===== config.mk =====
export PLATFORM = sky130hd
export DESIGN_NAME = tosm_monitor
export DESIGN_NICKNAME = d
export VERILOG_FILES = /design/src/inc/tosm_pkg.sv /design/src/inc/tosm_chan_if.sv /design/src/rtl/tosm_chan_check.sv /design/src/rtl/tosm_monitor.sv
export VERILOG_INCLUDE_DIRS = /design/src /design/src/inc
export SDC_FILE = /design/constraint.sdc
export NUM_CORES = 1
export LEC_CHECK = 0
export ABC_AREA = 1
export ABC_CLOCK_PERIOD_IN_PS = 4100
export BUFFER_PORTS_ARGS = -buffer_cell sky130_fd_sc_hd__buf_2
export CAP_MARGIN = 20
export CORE_MARGIN = 2
export CORE_UTILIZATION = 58
export DETAILED_ROUTE_END_ITERATION = 8
export GPL_ROUTABILITY_DRIVEN = 0
export PLACE_DENSITY_LB_ADDON = 0.2
export SLEW_MARGIN = 20
export SYNTH_ARGS = -nofsm -noshare
export SYNTH_HDL_FRONTEND = slang
export SYNTH_SLANG_ARGS = --single-unit
export TNS_END_PERCENT = 1

===== constraint.sdc =====
create_clock -name aclk -period 4.1 [get_ports aclk]
set_input_delay 0.41 -clock aclk [delete_from_list [all_inputs] [get_ports aclk]]
set_output_delay 0.41 -clock aclk [all_outputs]
set_load 0.02 [all_outputs]

===== src/inc/tosm_defines.svh =====
// constants of the torque-off safety monitor: offsets, fields, counts
// assumes a 40 MHz system clock and a 32-bit axi4-lite register bus
// Summary of operation
// - show blocked-run indication whenever torque-off input is de-energised
// - an active trip takes display priority over the blocked-run indication
// - relay one opens on torque-off when its function select equals 13
// - relay two opens on torque-off when its function select equals 13
// - a fault in either internal channel raises fault code 29
// - output goes non-torque-producing within 1 ms of de-energising
// - monitoring status output changes within 20 ms of de-energising
// - channel fault shown and health output not-healthy within 20 ms
// - torque-off can never be disabled by mode or setting
// - start commands are ignored while torque-off inputs are de-energised
// - leaving torque-off needs faults reset and inputs re-energised
// - with inputs energised, a start command starts the motor normally
`ifndef TOSM_DEFINES_SVH
`define TOSM_DEFINES_SVH
`define TOSM_CLK_HZ 40000000
`define TOSM_TORQUE_OFF_US 1000
`define TOSM_STATUS_US 20000
`define TOSM_TORQUE_OFF_CYC ((`TOSM_CLK_HZ / 1000000) * `TOSM_TORQUE_OFF_US)
`define TOSM_STATUS_CYC ((`TOSM_CLK_HZ / 1000000) * `TOSM_STATUS_US)
`define TOSM_MISMATCH_CYC 200000
`define TOSM_RELAY_STO_FUNC 8'h0D
`define TOSM_FAULT_CODE 8'h1D
`define TOSM_OFF_CTRL 12'h000
`define TOSM_OFF_CFG 12'h004
`define TOSM_OFF_STAT 12'h008
`define TOSM_OFF_IRQ_STAT 12'h00C
`define TOSM_OFF_IRQ_MASK 12'h010
`define TOSM_OFF_TRIP 12'h014
`define TOSM_CTRL_START 0
`define TOSM_CTRL_STOP 1
`define TOSM_CTRL_RESET 2
`define TOSM_CTRL_TRIP 3
`define TOSM_IRQ_STO_ON 0
`define TOSM_IRQ_STO_OFF 1
`define TOSM_IRQ_FAULT 2
`define TOSM_IRQ_BLOCKED 3
`define TOSM_CFG_RESET 32'h0000_0000
`define TOSM_MASK_RESET 4'h0
`endif


===== src/inc/tosm_pkg.sv =====
// types of the torque-off safety monitor
// assumes tosm_defines.svh supplies the numeric constants
package tosm_pkg;
  typedef enum logic [1:0] {
    TOSM_ST_STANDBY = 2'b00,
    TOSM_ST_RUN = 2'b01,
    TOSM_ST_SAFE_OFF = 2'b10,
    TOSM_ST_FAULT = 2'b11
  } tosm_state_t;
  typedef enum logic [1:0] {
    TOSM_DISP_STOP = 2'b00,
    TOSM_DISP_RUN = 2'b01,
    TOSM_DISP_INHIBIT = 2'b10,
    TOSM_DISP_TRIP = 2'b11
  } tosm_disp_t;
endpackage


===== src/inc/tosm_chan_if.sv =====
// channel bundle between the monitor and its channel checker
// assumes one clock domain shared by both modules
`timescale 1ns/1ps
`default_nettype none
interface tosm_chan_if;
  logic ch_a;
  logic ch_b;
  logic active;
  logic fault;
  modport checker_mp(input ch_a, input ch_b, output active, output fault);
  modport monitor_mp(output ch_a, output ch_b, input active, input fault);
endinterface
`default_nettype wire


===== src/rtl/tosm_chan_check.sv =====
// dual-channel input synchroniser and discrepancy checker
// assumes raw channel levels arrive asynchronously; high means energised
`timescale 1ns/1ps
`default_nettype none
`include "tosm_defines.svh"
module tosm_chan_check import tosm_pkg::*; #(
  parameter int MISMATCH_CYC = `TOSM_MISMATCH_CYC
) (
  input wire logic aclk, // system clock
  input wire logic aresetn, // synchronous reset, active low
  input wire logic fault_clr, // one-cycle fault clear request
  tosm_chan_if.checker_mp ch // channel bundle
);
  // the discrepancy counter is 24 bits wide and needs at least two counts
  if (MISMATCH_CYC < 2 || MISMATCH_CYC > 16777215) begin : g_bad_cyc
    $error("mismatch count out of range");
  end
  logic [1:0] meta_q;
  logic [1:0] sync_q;
  logic [23:0] cnt_q;
  logic [23:0] cnt_d;
  logic active_q;
  logic fault_q;
  logic fault_d;
  wire logic mismatch;
  wire logic limit_hit;
  // two-stage synchronisers, first stage read only by second
  always_ff @(posedge aclk) begin
    if (!aresetn) begin
      meta_q <= 2'h0;
      sync_q <= 2'h0;
    end else begin
      meta_q <= {ch.ch_b, ch.ch_a};
      sync_q <= meta_q;
    end
  end
  // channels disagreeing too long means an internal channel fault
  assign mismatch = sync_q[0] ^ sync_q[1];
  assign limit_hit = (cnt_q == 24'(MISMATCH_CYC - 1));
  assign cnt_d = mismatch ? (limit_hit ? cnt_q : cnt_q + 24'h1) : 24'h0;
  assign fault_d = (mismatch && limit_hit) | (fault_q & ~fault_clr);
  // either channel low means torque-off active
  always_ff @(posedge aclk) begin
    if (!aresetn) begin
      cnt_q <= 24'h0;
      active_q <= 1'b1;
      fault_q <= 1'b0;
    end else begin
      cnt_q <= cnt_d;
      active_q <= ~(sync_q[0] & sync_q[1]);
      fault_q <= fault_d;
    end
  end
  assign ch.active = active_q;
  assign ch.fault = fault_q;
endmodule
`default_nettype wire


===== src/rtl/tosm_monitor.sv =====
// torque-off safety monitor with axi4-lite registers
// assumes aclk at 40 MHz, inputs synchronous except the two channel pins
//
// The AXI4-Lite slave port and the placing of the registers were decided locally.
`timescale 1ns/1ps
`default_nettype none
`include "tosm_defines.svh"
module tosm_monitor import tosm_pkg::*; #(
  parameter int MISMATCH_CYC = `TOSM_MISMATCH_CYC
) (
  input wire logic aclk, // system clock
  input wire logic aresetn, // synchronous reset, active low
  input wire logic sto_ch_a, // torque-off channel a, high energised
  input wire logic sto_ch_b, // torque-off channel b, high energised
  input wire logic start_cmd, // start from the start source
  input wire logic stop_cmd, // stop from the start source
  input wire logic [11:0] s_axi_awaddr, // write address
  input wire logic s_axi_awvalid, // write address valid
  output logic s_axi_awready, // write address ready
  input wire logic [31:0] s_axi_wdata, // write data
  input wire logic [3:0] s_axi_wstrb, // write strobes
  input wire logic s_axi_wvalid, // write data valid
  output logic s_axi_wready, // write data ready
  output logic [1:0] s_axi_bresp, // write response
  output logic s_axi_bvalid, // write response valid
  input wire logic s_axi_bready, // write response ready
  input wire logic [11:0] s_axi_araddr, // read address
  input wire logic s_axi_arvalid, // read address valid
  output logic s_axi_arready, // read address ready
  output logic [31:0] s_axi_rdata, // read data
  output logic [1:0] s_axi_rresp, // read response
  output logic s_axi_rvalid, // read data valid
  input wire logic s_axi_rready, // read data ready
  output logic gate_enable, // power stage enable, low = no torque
  output logic relay_one_closed, // relay one coil, high closed
  output logic relay_two_closed, // relay two coil, high closed
  output logic sto_status, // monitoring status, high when active
  output logic health_ok, // health output, high when healthy
  output logic [1:0] disp_mode, // display selection, tosm_disp_t
  output logic [7:0] disp_code, // trip code shown when tripped
  output logic irq // level interrupt
);
  // refuse response budgets shorter than the channel pipeline
  if (`TOSM_TORQUE_OFF_CYC < 3 || `TOSM_STATUS_CYC < 3) begin : g_bad_budget
    $error("response budgets too short for the pipeline");
  end
  tosm_chan_if chan();
  assign chan.ch_a = sto_ch_a;
  assign chan.ch_b = sto_ch_b;
  logic fault_clr;
  tosm_chan_check #(.MISMATCH_CYC(MISMATCH_CYC)) u_chk (
    .aclk(aclk),
    .aresetn(aresetn),
    .fault_clr(fault_clr),
    .ch(chan)
  );
  // register state
  logic [7:0] r1_func_q;
  logic [7:0] r2_func_q;
  logic [3:0] irq_stat_q;
  logic [3:0] irq_mask_q;
  logic [7:0] trip_code_q;
  logic trip_q;
  tosm_state_t st_q;
  tosm_state_t st_d;
  logic sto_prev_q;
  // bus handshake state
  logic aw_held_q;
  logic w_held_q;
  logic [11:0] aw_addr_q;
  logic [31:0] w_data_q;
  logic [3:0] w_strb_q;
  // write path: accept address and data in either order
  wire logic aw_take = s_axi_awvalid & s_axi_awready;
  wire logic w_take = s_axi_wvalid & s_axi_wready;
  wire logic wr_fire = aw_held_q & w_held_q & ~s_axi_bvalid;
  wire logic sel_ctrl = (aw_addr_q == `TOSM_OFF_CTRL);
  wire logic sel_cfg = (aw_addr_q == `TOSM_OFF_CFG);
  wire logic sel_mask = (aw_addr_q == `TOSM_OFF_IRQ_MASK);
  wire logic sel_trip = (aw_addr_q == `TOSM_OFF_TRIP);
  wire logic wr_ok = sel_ctrl | sel_cfg | sel_mask | sel_trip |
    (aw_addr_q == `TOSM_OFF_STAT) | (aw_addr_q == `TOSM_OFF_IRQ_STAT);
  wire logic ctrl_wr = wr_fire & sel_ctrl & w_strb_q[0];
  wire logic sw_start = ctrl_wr & w_data_q[`TOSM_CTRL_START];
  wire logic sw_stop = ctrl_wr & w_data_q[`TOSM_CTRL_STOP];
  wire logic sw_reset = ctrl_wr & w_data_q[`TOSM_CTRL_RESET];
  wire logic sw_trip = ctrl_wr & w_data_q[`TOSM_CTRL_TRIP];
  // read path
  wire logic ar_take = s_axi_arvalid & s_axi_arready;
  wire logic rd_stat = (s_axi_araddr == `TOSM_OFF_IRQ_STAT);
  logic [31:0] rd_word;
  logic rd_ok;
  // merged byte write helper
  function automatic logic [7:0] byte_upd(input logic [7:0] old,
      input logic [31:0] data, input logic [3:0] strb, input int lane);
    byte_upd = strb[lane] ? data[lane*8 +: 8] : old;
  endfunction
  always_comb begin
    rd_word = 32'h0000_0000;
    rd_ok = 1'b1;
    if (s_axi_araddr == `TOSM_OFF_CTRL) begin
      rd_word = 32'h0000_0000;
    end else if (s_axi_araddr == `TOSM_OFF_CFG) begin
      rd_word = {16'h0000, r2_func_q, r1_func_q};
    end else if (s_axi_araddr == `TOSM_OFF_STAT) begin
      rd_word = {24'h0000_00, chan.fault, trip_q, chan.active, 3'h0,
        st_q};
    end else if (s_axi_araddr == `TOSM_OFF_IRQ_STAT) begin
      rd_word = {28'h000_0000, irq_stat_q};
    end else if (s_axi_araddr == `TOSM_OFF_IRQ_MASK) begin
      rd_word = {28'h000_0000, irq_mask_q};
    end else if (s_axi_araddr == `TOSM_OFF_TRIP) begin
      rd_word = {24'h0000_00, trip_code_q};
    end else begin
      rd_ok = 1'b0;
    end
  end
  // address and data capture
  always_ff @(posedge aclk) begin
    if (!aresetn) begin
      aw_held_q <= 1'b0;
      w_held_q <= 1'b0;
      aw_addr_q <= 12'h000;
      w_data_q <= 32'h0000_0000;
      w_strb_q <= 4'h0;
    end else begin
      if (aw_take) begin
        aw_held_q <= 1'b1;
        aw_addr_q <= s_axi_awaddr;
      end else if (wr_fire) begin
        aw_held_q <= 1'b0;
      end
      if (w_take) begin
        w_held_q <= 1'b1;
        w_data_q <= s_axi_wdata;
        w_strb_q <= s_axi_wstrb;
      end else if (wr_fire) begin
        w_held_q <= 1'b0;
      end
    end
  end
  // ready lines, write response and read response
  always_ff @(posedge aclk) begin
    if (!aresetn) begin
      s_axi_awready <= 1'b0;
      s_axi_wready <= 1'b0;
      s_axi_bvalid <= 1'b0;
      s_axi_bresp <= 2'h0;
      s_axi_arready <= 1'b0;
      s_axi_rvalid <= 1'b0;
      s_axi_rresp <= 2'h0;
      s_axi_rdata <= 32'h0000_0000;
    end else begin
      s_axi_awready <= ~aw_held_q & ~aw_take & ~s_axi_awready;
      s_axi_wready <= ~w_held_q & ~w_take & ~s_axi_wready;
      if (wr_fire) begin
        s_axi_bvalid <= 1'b1;
        s_axi_bresp <= wr_ok ? 2'h0 : 2'h2;
      end else if (s_axi_bready) begin
        s_axi_bvalid <= 1'b0;
      end
      s_axi_arready <= ~s_axi_rvalid & ~ar_take & ~s_axi_arready;
      if (ar_take) begin
        s_axi_rvalid <= 1'b1;
        s_axi_rdata <= rd_word;
        s_axi_rresp <= rd_ok ? 2'h0 : 2'h2;
      end else if (s_axi_rready) begin
        s_axi_rvalid <= 1'b0;
      end
    end
  end
  // configuration, mask and external trip registers
  always_ff @(posedge aclk) begin
    if (!aresetn) begin
      r1_func_q <= 8'(`TOSM_CFG_RESET);
      r2_func_q <= 8'(`TOSM_CFG_RESET);
      irq_mask_q <= `TOSM_MASK_RESET;
      trip_code_q <= 8'h00;
    end else if (wr_fire) begin
      if (sel_cfg) begin
        r1_func_q <= byte_upd(r1_func_q, w_data_q, w_strb_q, 0);
        r2_func_q <= byte_upd(r2_func_q, w_data_q, w_strb_q, 1);
      end
      if (sel_mask && w_strb_q[0]) begin
        irq_mask_q <= w_data_q[3:0];
      end
      if (sel_trip && w_strb_q[0]) begin
        trip_code_q <= w_data_q[7:0];
      end
    end
  end
  // start requests from pin or software
  wire logic start_req = start_cmd | sw_start;
  wire logic stop_req = stop_cmd | sw_stop;
  wire logic sto_on = chan.active;
  wire logic ch_fault = chan.fault;
  // trip latch: external trip, channel fault; reset clears when cause gone
  assign fault_clr = sw_reset;
  always_ff @(posedge aclk) begin
    if (!aresetn) begin
      trip_q <= 1'b0;
    end else if ((ch_fault && !sw_reset) || sw_trip) begin
      trip_q <= 1'b1;
    end else if (sw_reset) begin
      trip_q <= 1'b0;
    end
  end
  // run state machine; torque-off overrides every mode
  always_comb begin
    st_d = st_q;
    case (st_q)
      TOSM_ST_STANDBY: begin
        if (trip_q) begin
          st_d = TOSM_ST_FAULT;
        end else if (sto_on) begin
          st_d = TOSM_ST_SAFE_OFF;
        end else if (start_req) begin
          st_d = TOSM_ST_RUN;
        end
      end
      TOSM_ST_RUN: begin
        if (trip_q) begin
          st_d = TOSM_ST_FAULT;
        end else if (sto_on) begin
          st_d = TOSM_ST_SAFE_OFF;
        end else if (stop_req) begin
          st_d = TOSM_ST_STANDBY;
        end
      end
      TOSM_ST_SAFE_OFF: begin
        if (trip_q) begin
          st_d = TOSM_ST_FAULT;
        end else if (!sto_on) begin
          st_d = TOSM_ST_STANDBY;
        end
      end
      TOSM_ST_FAULT: begin
        if (!trip_q && !sto_on) begin
          st_d = TOSM_ST_STANDBY;
        end else if (!trip_q) begin
          st_d = TOSM_ST_SAFE_OFF;
        end
      end
      default: begin
        st_d = TOSM_ST_FAULT;
      end
    endcase
  end
  always_ff @(posedge aclk) begin
    if (!aresetn) begin
      st_q <= TOSM_ST_SAFE_OFF;
    end else begin
      st_q <= st_d;
    end
  end
  // display selection: trip beats inhibit beats run/stop
  wire tosm_disp_t disp_d = trip_q ? TOSM_DISP_TRIP :
    sto_on ? TOSM_DISP_INHIBIT :
    (st_q == TOSM_ST_RUN) ? TOSM_DISP_RUN : TOSM_DISP_STOP;
  wire logic [7:0] code_d = ch_fault ? `TOSM_FAULT_CODE : trip_code_q;
  wire logic r1_sto = (r1_func_q == `TOSM_RELAY_STO_FUNC);
  wire logic r2_sto = (r2_func_q == `TOSM_RELAY_STO_FUNC);
  // pin outputs, each a few cycles after the channel pins
  always_ff @(posedge aclk) begin
    if (!aresetn) begin
      gate_enable <= 1'b0;
      relay_one_closed <= 1'b0;
      relay_two_closed <= 1'b0;
      sto_status <= 1'b1;
      health_ok <= 1'b1;
      disp_mode <= TOSM_DISP_INHIBIT;
      disp_code <= 8'h00;
      sto_prev_q <= 1'b1;
    end else begin
      gate_enable <= (st_d == TOSM_ST_RUN) & ~sto_on;
      relay_one_closed <= ~(r1_sto & sto_on);
      relay_two_closed <= ~(r2_sto & sto_on);
      sto_status <= sto_on;
      health_ok <= ~trip_q & ~ch_fault;
      disp_mode <= disp_d;
      disp_code <= trip_q ? code_d : 8'h00;
      sto_prev_q <= sto_on;
    end
  end
  // sticky events, cleared by reading the interrupt status register; set wins
  wire logic [3:0] ev = {sto_on & start_req, ch_fault,
    sto_prev_q & ~sto_on, ~sto_prev_q & sto_on};
  wire logic stat_rd = ar_take & rd_stat;
  always_ff @(posedge aclk) begin
    if (!aresetn) begin
      irq_stat_q <= 4'h0;
      irq <= 1'b0;
    end else begin
      irq_stat_q <= ev | (irq_stat_q & {4{~stat_rd}});
      irq <= |((ev | (irq_stat_q & {4{~stat_rd}})) & irq_mask_q);
    end
  end
endmodule
`default_nettype wire


==> results_tabular.tex <==
\begin{tabular}{lr}
\hline
Metric & Value \\
\hline
\multicolumn{2}{l}{\textbf{Route}} \\
Uppermost metal layer occupied by signal nets & met4 \\
Detailed-route DRC error count & 0 \\
Detail Route Antenna Nets & 0 \\
Number of DRC violations after detailed-routing iteration 0 & approximately 240 \\
Met3 routed wirelength & 742 um \\
Met2 wire len & $\sim$6.7 mm \\
Routed WL per cell & about 13 um \\
Number of detailed-routing iterations run before antenna repair & 5 \\
Via count of the routed design & 5,368 \\
Total length of routed wires & approximately 13 mm \\
Detailed-routing wirelength on met1 & approximately 5.8 mm \\
Vias per Instance & 5.26 \\
\multicolumn{2}{l}{\textbf{Cells and area}} \\
Net count reported at finish & 948 \\
Post-route insts no fill & 1,021 \\
Summed area of non-filler cells in the final layout & just under 0.007 mm2 \\
\# diodes & 0 \\
Share of final-layout standard cells stronger than drive strength 1 & 19.3\% \\
Synthesis-to-layout area growth & 18.4\% \\
Post-Route Utilization & 71.0\% \\
\multicolumn{2}{l}{\textbf{Setup path}} \\
Startpoint Class & flip-flop \\
Kind of cell with the highest combined delay on the critical path & simple AND/OR/NAND/NOR gates \\
Worst Setup End Kind & flip-flop \\
Depth of the worst register-to-register path & 9 \\
Worst reg2reg endpoint & irq \\
Worst R2R Start & s\_axi\_arready \\
Register-to-register setup slack & 2.29 ns \\
Worst endpoint required time & 4.50 ns \\
Maximum fanout along the worst path & 19 \\
Data arrival time of the critical path & between 2 and 2.5 ns \\
Cell repeated most along the worst path & sky130\_fd\_sc\_hd\_\_nand2\_1 \\
Critical path class & reg2reg \\
Cell-by-cell trace of the critical path & nand2\_1, inv\_1, nand3\_1, nand2\_1, nand2\_1, nand2\_1, nand3\_1, nand2\_1, nand2\_1 \\
Number of buffer and inverter stages on the critical path & 1 \\
Standard cell with the maximum stage delay on the critical path & sky130\_fd\_sc\_hd\_\_nand2\_1 \\
Stage delay of the slowest cell on the critical path & around 0.35 ns \\
\multicolumn{2}{l}{\textbf{Floorplanning}} \\
Number of top-level pins & 128 \\
Rows & 36 \\
Initial standard-cell utilization of the core & between 50\% and 60\% \\
Core area & slightly below 0.01 mm2 \\
Die extent in y & roughly 100 um \\
Chip width & $\sim$100 um \\
Die ar. & 0.0109 mm2 \\
\multicolumn{2}{l}{\textbf{Min path}} \\
Worst Hold Depth & 3 \\
Beginning of the worst hold path & sto\_ch\_a \\
Path type of the worst min-delay path & in2reg \\
Endpoint, Worst Hold & u\_chk.meta\_q[0] \\
\multicolumn{2}{l}{\textbf{Placement}} \\
Sum of net half-perimeters after detailed placement & 9.67 mm \\
Number of placed instances with taps included & 989 \\
Placed cell area & 0.00634 mm2 \\
Number of buffers added on ports & between 90 and 100 \\
\multicolumn{2}{l}{\textbf{STA}} \\
Tmin final & between 1.5 and 2 ns \\
Final period utilization & between 40\% and 50\% \\
Setup repair after global routing missed its margin & no \\
Number of max-slew violations in the final report & 0 \\
Skew final & 0.00838 ns \\
Final number of hold-violating endpoints & 0 \\
Actual transition at the worst max-transition pin & 0.649 ns \\
Final setup violation count & 0 \\
Final total negative setup slack & 0 ns \\
Max Fclk & 0.551 GHz \\
Worst slew margin relative to its limit & 56.6\% \\
Hold WS & $\sim$0.07 ns \\
\multicolumn{2}{l}{\textbf{Clock network}} \\
Clock transition at path regs & 0.06 ns \\
Post-cts repair resize count & 0 \\
Deepest clock path buffer count & 2 \\
Library cell used as clock root buffer & sky130\_fd\_sc\_hd\_\_clkbuf\_8 \\
CTS tree & yes \\
TritonCTS sink count & 136 \\
Total number of H-tree levels & 4 \\
Clock latency of the later-clocked register in the worst-skew pair & 0.53 ns \\
Quantity of hold-fixing buffers added after cts & 0 \\
Number of buffers inserted to repair setup after CTS & 0 \\
TritonCTS buffer count & 17 \\
\multicolumn{2}{l}{\textbf{Run}} \\
Number of max-capacitance violations reported & 0 \\
\multicolumn{2}{l}{\textbf{Logic synthesis}} \\
Area share of the leading cell type in the synthesized netlist & 46.5\% \\
Share of flip-flops with an asynchronous set or reset after synthesis & 0\% \\
Cells taking the most area after synthesis & sky130\_fd\_sc\_hd\_\_dfxtp\_1 (46\%), sky130\_fd\_sc\_hd\_\_nand2\_1 (8.7\%), sky130\_fd\_sc\_hd\_\_a21oi\_1 (7.1\%), sky130\_fd\_sc\_hd\_\_nor2\_1 (6.1\%), sky130\_fd\_sc\_hd\_\_inv\_1 (5.2\%) \\
Combined area of all synthesized cells & 0.00586 mm2 \\
Number of synthesis warnings & 0 \\
Average cell area after synthesis & 7.46 um2 \\
Total of flip-flops plus latches after synthesis & 136 \\
Most area-hungry cell type in the Yosys netlist & sky130\_fd\_sc\_hd\_\_dfxtp\_1 \\
Most frequently used flop master after synthesis & sky130\_fd\_sc\_hd\_\_dfxtp\_1 \\
Sequential cell area fraction in the yosys report & 46.5\% \\
Count of mapped cells out of synthesis & between 700 and 800 \\
Number of unique standard cell types used by synthesis & 39 \\
Number of flops mapped to enable cells by yosys & 0 \\
\multicolumn{2}{l}{\textbf{Global routing}} \\
Via count of the first global-routing pass & 5,067 \\
Overall track demand over capacity in global routing & 25.7\% \\
Initial antenna violation count & 0 \\
Largest net degree at the start of global routing & a little over 60 \\
Aggregate global routing overflow & 0 \\
Wire length of the first global-routing pass & 22.9 mm \\
\multicolumn{2}{l}{\textbf{Pwr}} \\
Total leakage power & 2.87 nW \\
Power per Cell Area & 444 mW/mm2 \\
Maximum vdd ir drop & 0.315 mV \\
\multicolumn{2}{l}{\textbf{Run status}} \\
Result of the run & finished, final reports clean \\
\hline
\end{tabular}
-- kinds of logic (layout without fill, tap and decap cells) --
group / Yosys count / in the layout / share of synthesized area (%)
buffers and inverters: 129 / 215 / 9.50
and+or+nand+nor: 352 / 352 / 28.4
other: 1 / 18 / 0.0640
xor gates and xnor gates: 8 / 8 / 1.20
AOI/OAI and AO/OA: 157 / 157 / 13.9
DFF: 136 / 136 / 46.5
adders and majority gates: 2 / 2 / 0.427
-- how the worst max path moves through the flow --
stage	endpoint	slack, ns	from	cells after the start
5_1_grt	irq	2.05	s_axi_arready	9
3_3_place_gp	irq	2.20	s_axi_arvalid	10
2_1_floorplan	u_chk.cnt_q[18]	2.65	u_chk.cnt_q[0]	9
3_5_place_dp	irq	2.16	s_axi_arvalid	10
4_1_cts	irq	2.29	s_axi_arready	9
6_report	irq	2.29	s_axi_arready	9
-- sequential cells by signal, indices dropped and copies added (netlist names), 4 cells and up --
register / flops
aw_addr_q: 12
disp_code: 8
irq_mask_q: 4
irq_stat_q: 4
r1_func_q: 8
r2_func_q: 8
s_axi_rdata: 16
trip_code_q: 8
u_chk.cnt_q: 24
w_data_q: 16
-- worst min-delay path, delay by kind of cell --
family	cells	cell delay, ns
buffers and inverters	2	0.12
and+or+nand+nor	1	0.04
-- routing by layer --
metal	vias up	GRT usage (%)
met3	22	6.08
met5	-	0
li1	2716	-
met4	0	8.88
met1	2462	31.2
met2	168	44.3
-- report_power, final --
part	total, W	switching (W)	internal [W]	leakage, nW
logic	0.000188	0.000127	0.0000613	1.48
registers	0.00138	0.0000211	0.00135	1.10
clock network	0.00152	0.000560	0.000955	0.287
-- cell type report --
type,instances,area [um2]
Multi-Input combinational cell,537,2640
Clock inverter,12,150
Fill cell,809,2840
Timing Repair Buffer,93,470
Sequential cell,136,2720
Tap cell,133,166
Inverter,90,338
Clock buffer,20,445
-- cell usage after synthesis (2+ instances only) --
master,number
sky130_fd_sc_hd__dfxtp_1,136
sky130_fd_sc_hd__nand2_1,136
sky130_fd_sc_hd__nor2_1,95
sky130_fd_sc_hd__a21oi_1,83
sky130_fd_sc_hd__inv_1,81
sky130_fd_sc_hd__o21ai_0,54
sky130_fd_sc_hd__nand3_1,44
sky130_fd_sc_hd__buf_4,18
sky130_fd_sc_hd__nand4_1,17
sky130_fd_sc_hd__clkbuf_1,14
sky130_fd_sc_hd__nor2_2,10
sky130_fd_sc_hd__nor4_1,10
sky130_fd_sc_hd__inv_2,9
sky130_fd_sc_hd__nor3_1,8
sky130_fd_sc_hd__o21ai_1,7
sky130_fd_sc_hd__nand2_2,6
sky130_fd_sc_hd__nor2_4,6
sky130_fd_sc_hd__nand3_2,5
sky130_fd_sc_hd__a211oi_1,4
sky130_fd_sc_hd__buf_2,4
sky130_fd_sc_hd__nand3b_1,4
sky130_fd_sc_hd__nor3_2,4
sky130_fd_sc_hd__xnor2_1,4
sky130_fd_sc_hd__xor2_1,4
sky130_fd_sc_hd__a31oi_1,3
sky130_fd_sc_hd__buf_1,3
sky130_fd_sc_hd__ha_1,2
sky130_fd_sc_hd__nor3b_4,2
sky130_fd_sc_hd__or2_2,2
-- cell usage in the layout, fill, tap and decap left out, types with 4 or more instances in the layout --
master                      instances
sky130_fd_sc_hd__o21ai_1            7
sky130_fd_sc_hd__nand3_2            5
sky130_fd_sc_hd__buf_2             91
sky130_fd_sc_hd__nand3b_1           4
sky130_fd_sc_hd__a211oi_1           4
sky130_fd_sc_hd__clkbuf_16         16
sky130_fd_sc_hd__nand2_1          136
sky130_fd_sc_hd__dfxtp_1          136
sky130_fd_sc_hd__inv_1             81
sky130_fd_sc_hd__nor2_2            10
sky130_fd_sc_hd__nor2_4             6
sky130_fd_sc_hd__nor2_1            95
sky130_fd_sc_hd__inv_2              9
sky130_fd_sc_hd__xor2_1             4
sky130_fd_sc_hd__nand3_1           44
sky130_fd_sc_hd__nor3_1             8
sky130_fd_sc_hd__nand2_2            6
sky130_fd_sc_hd__conb_1            18
sky130_fd_sc_hd__nand4_1           17
sky130_fd_sc_hd__nor3_2             4
sky130_fd_sc_hd__clkinv_2           4
sky130_fd_sc_hd__xnor2_1            4
sky130_fd_sc_hd__a21oi_1           83
sky130_fd_sc_hd__o21ai_0           54
sky130_fd_sc_hd__nor4_1            10
-- metrics by stage --
| step | setup slack (ns) | total power [W] |
|---|---|---|
| final | 2.29 | 0.00308 |
| after global routing | 2.05 | 0.00318 |
| after CTS | 2.29 | 0.00309 |
| after detailed placement | 2.16 | 0.00159 |
| after global placement | 2.20 | 0.00158 |
| after floorplan | 2.65 | 0.00154 |
Power figures use the tool's default switching activity.
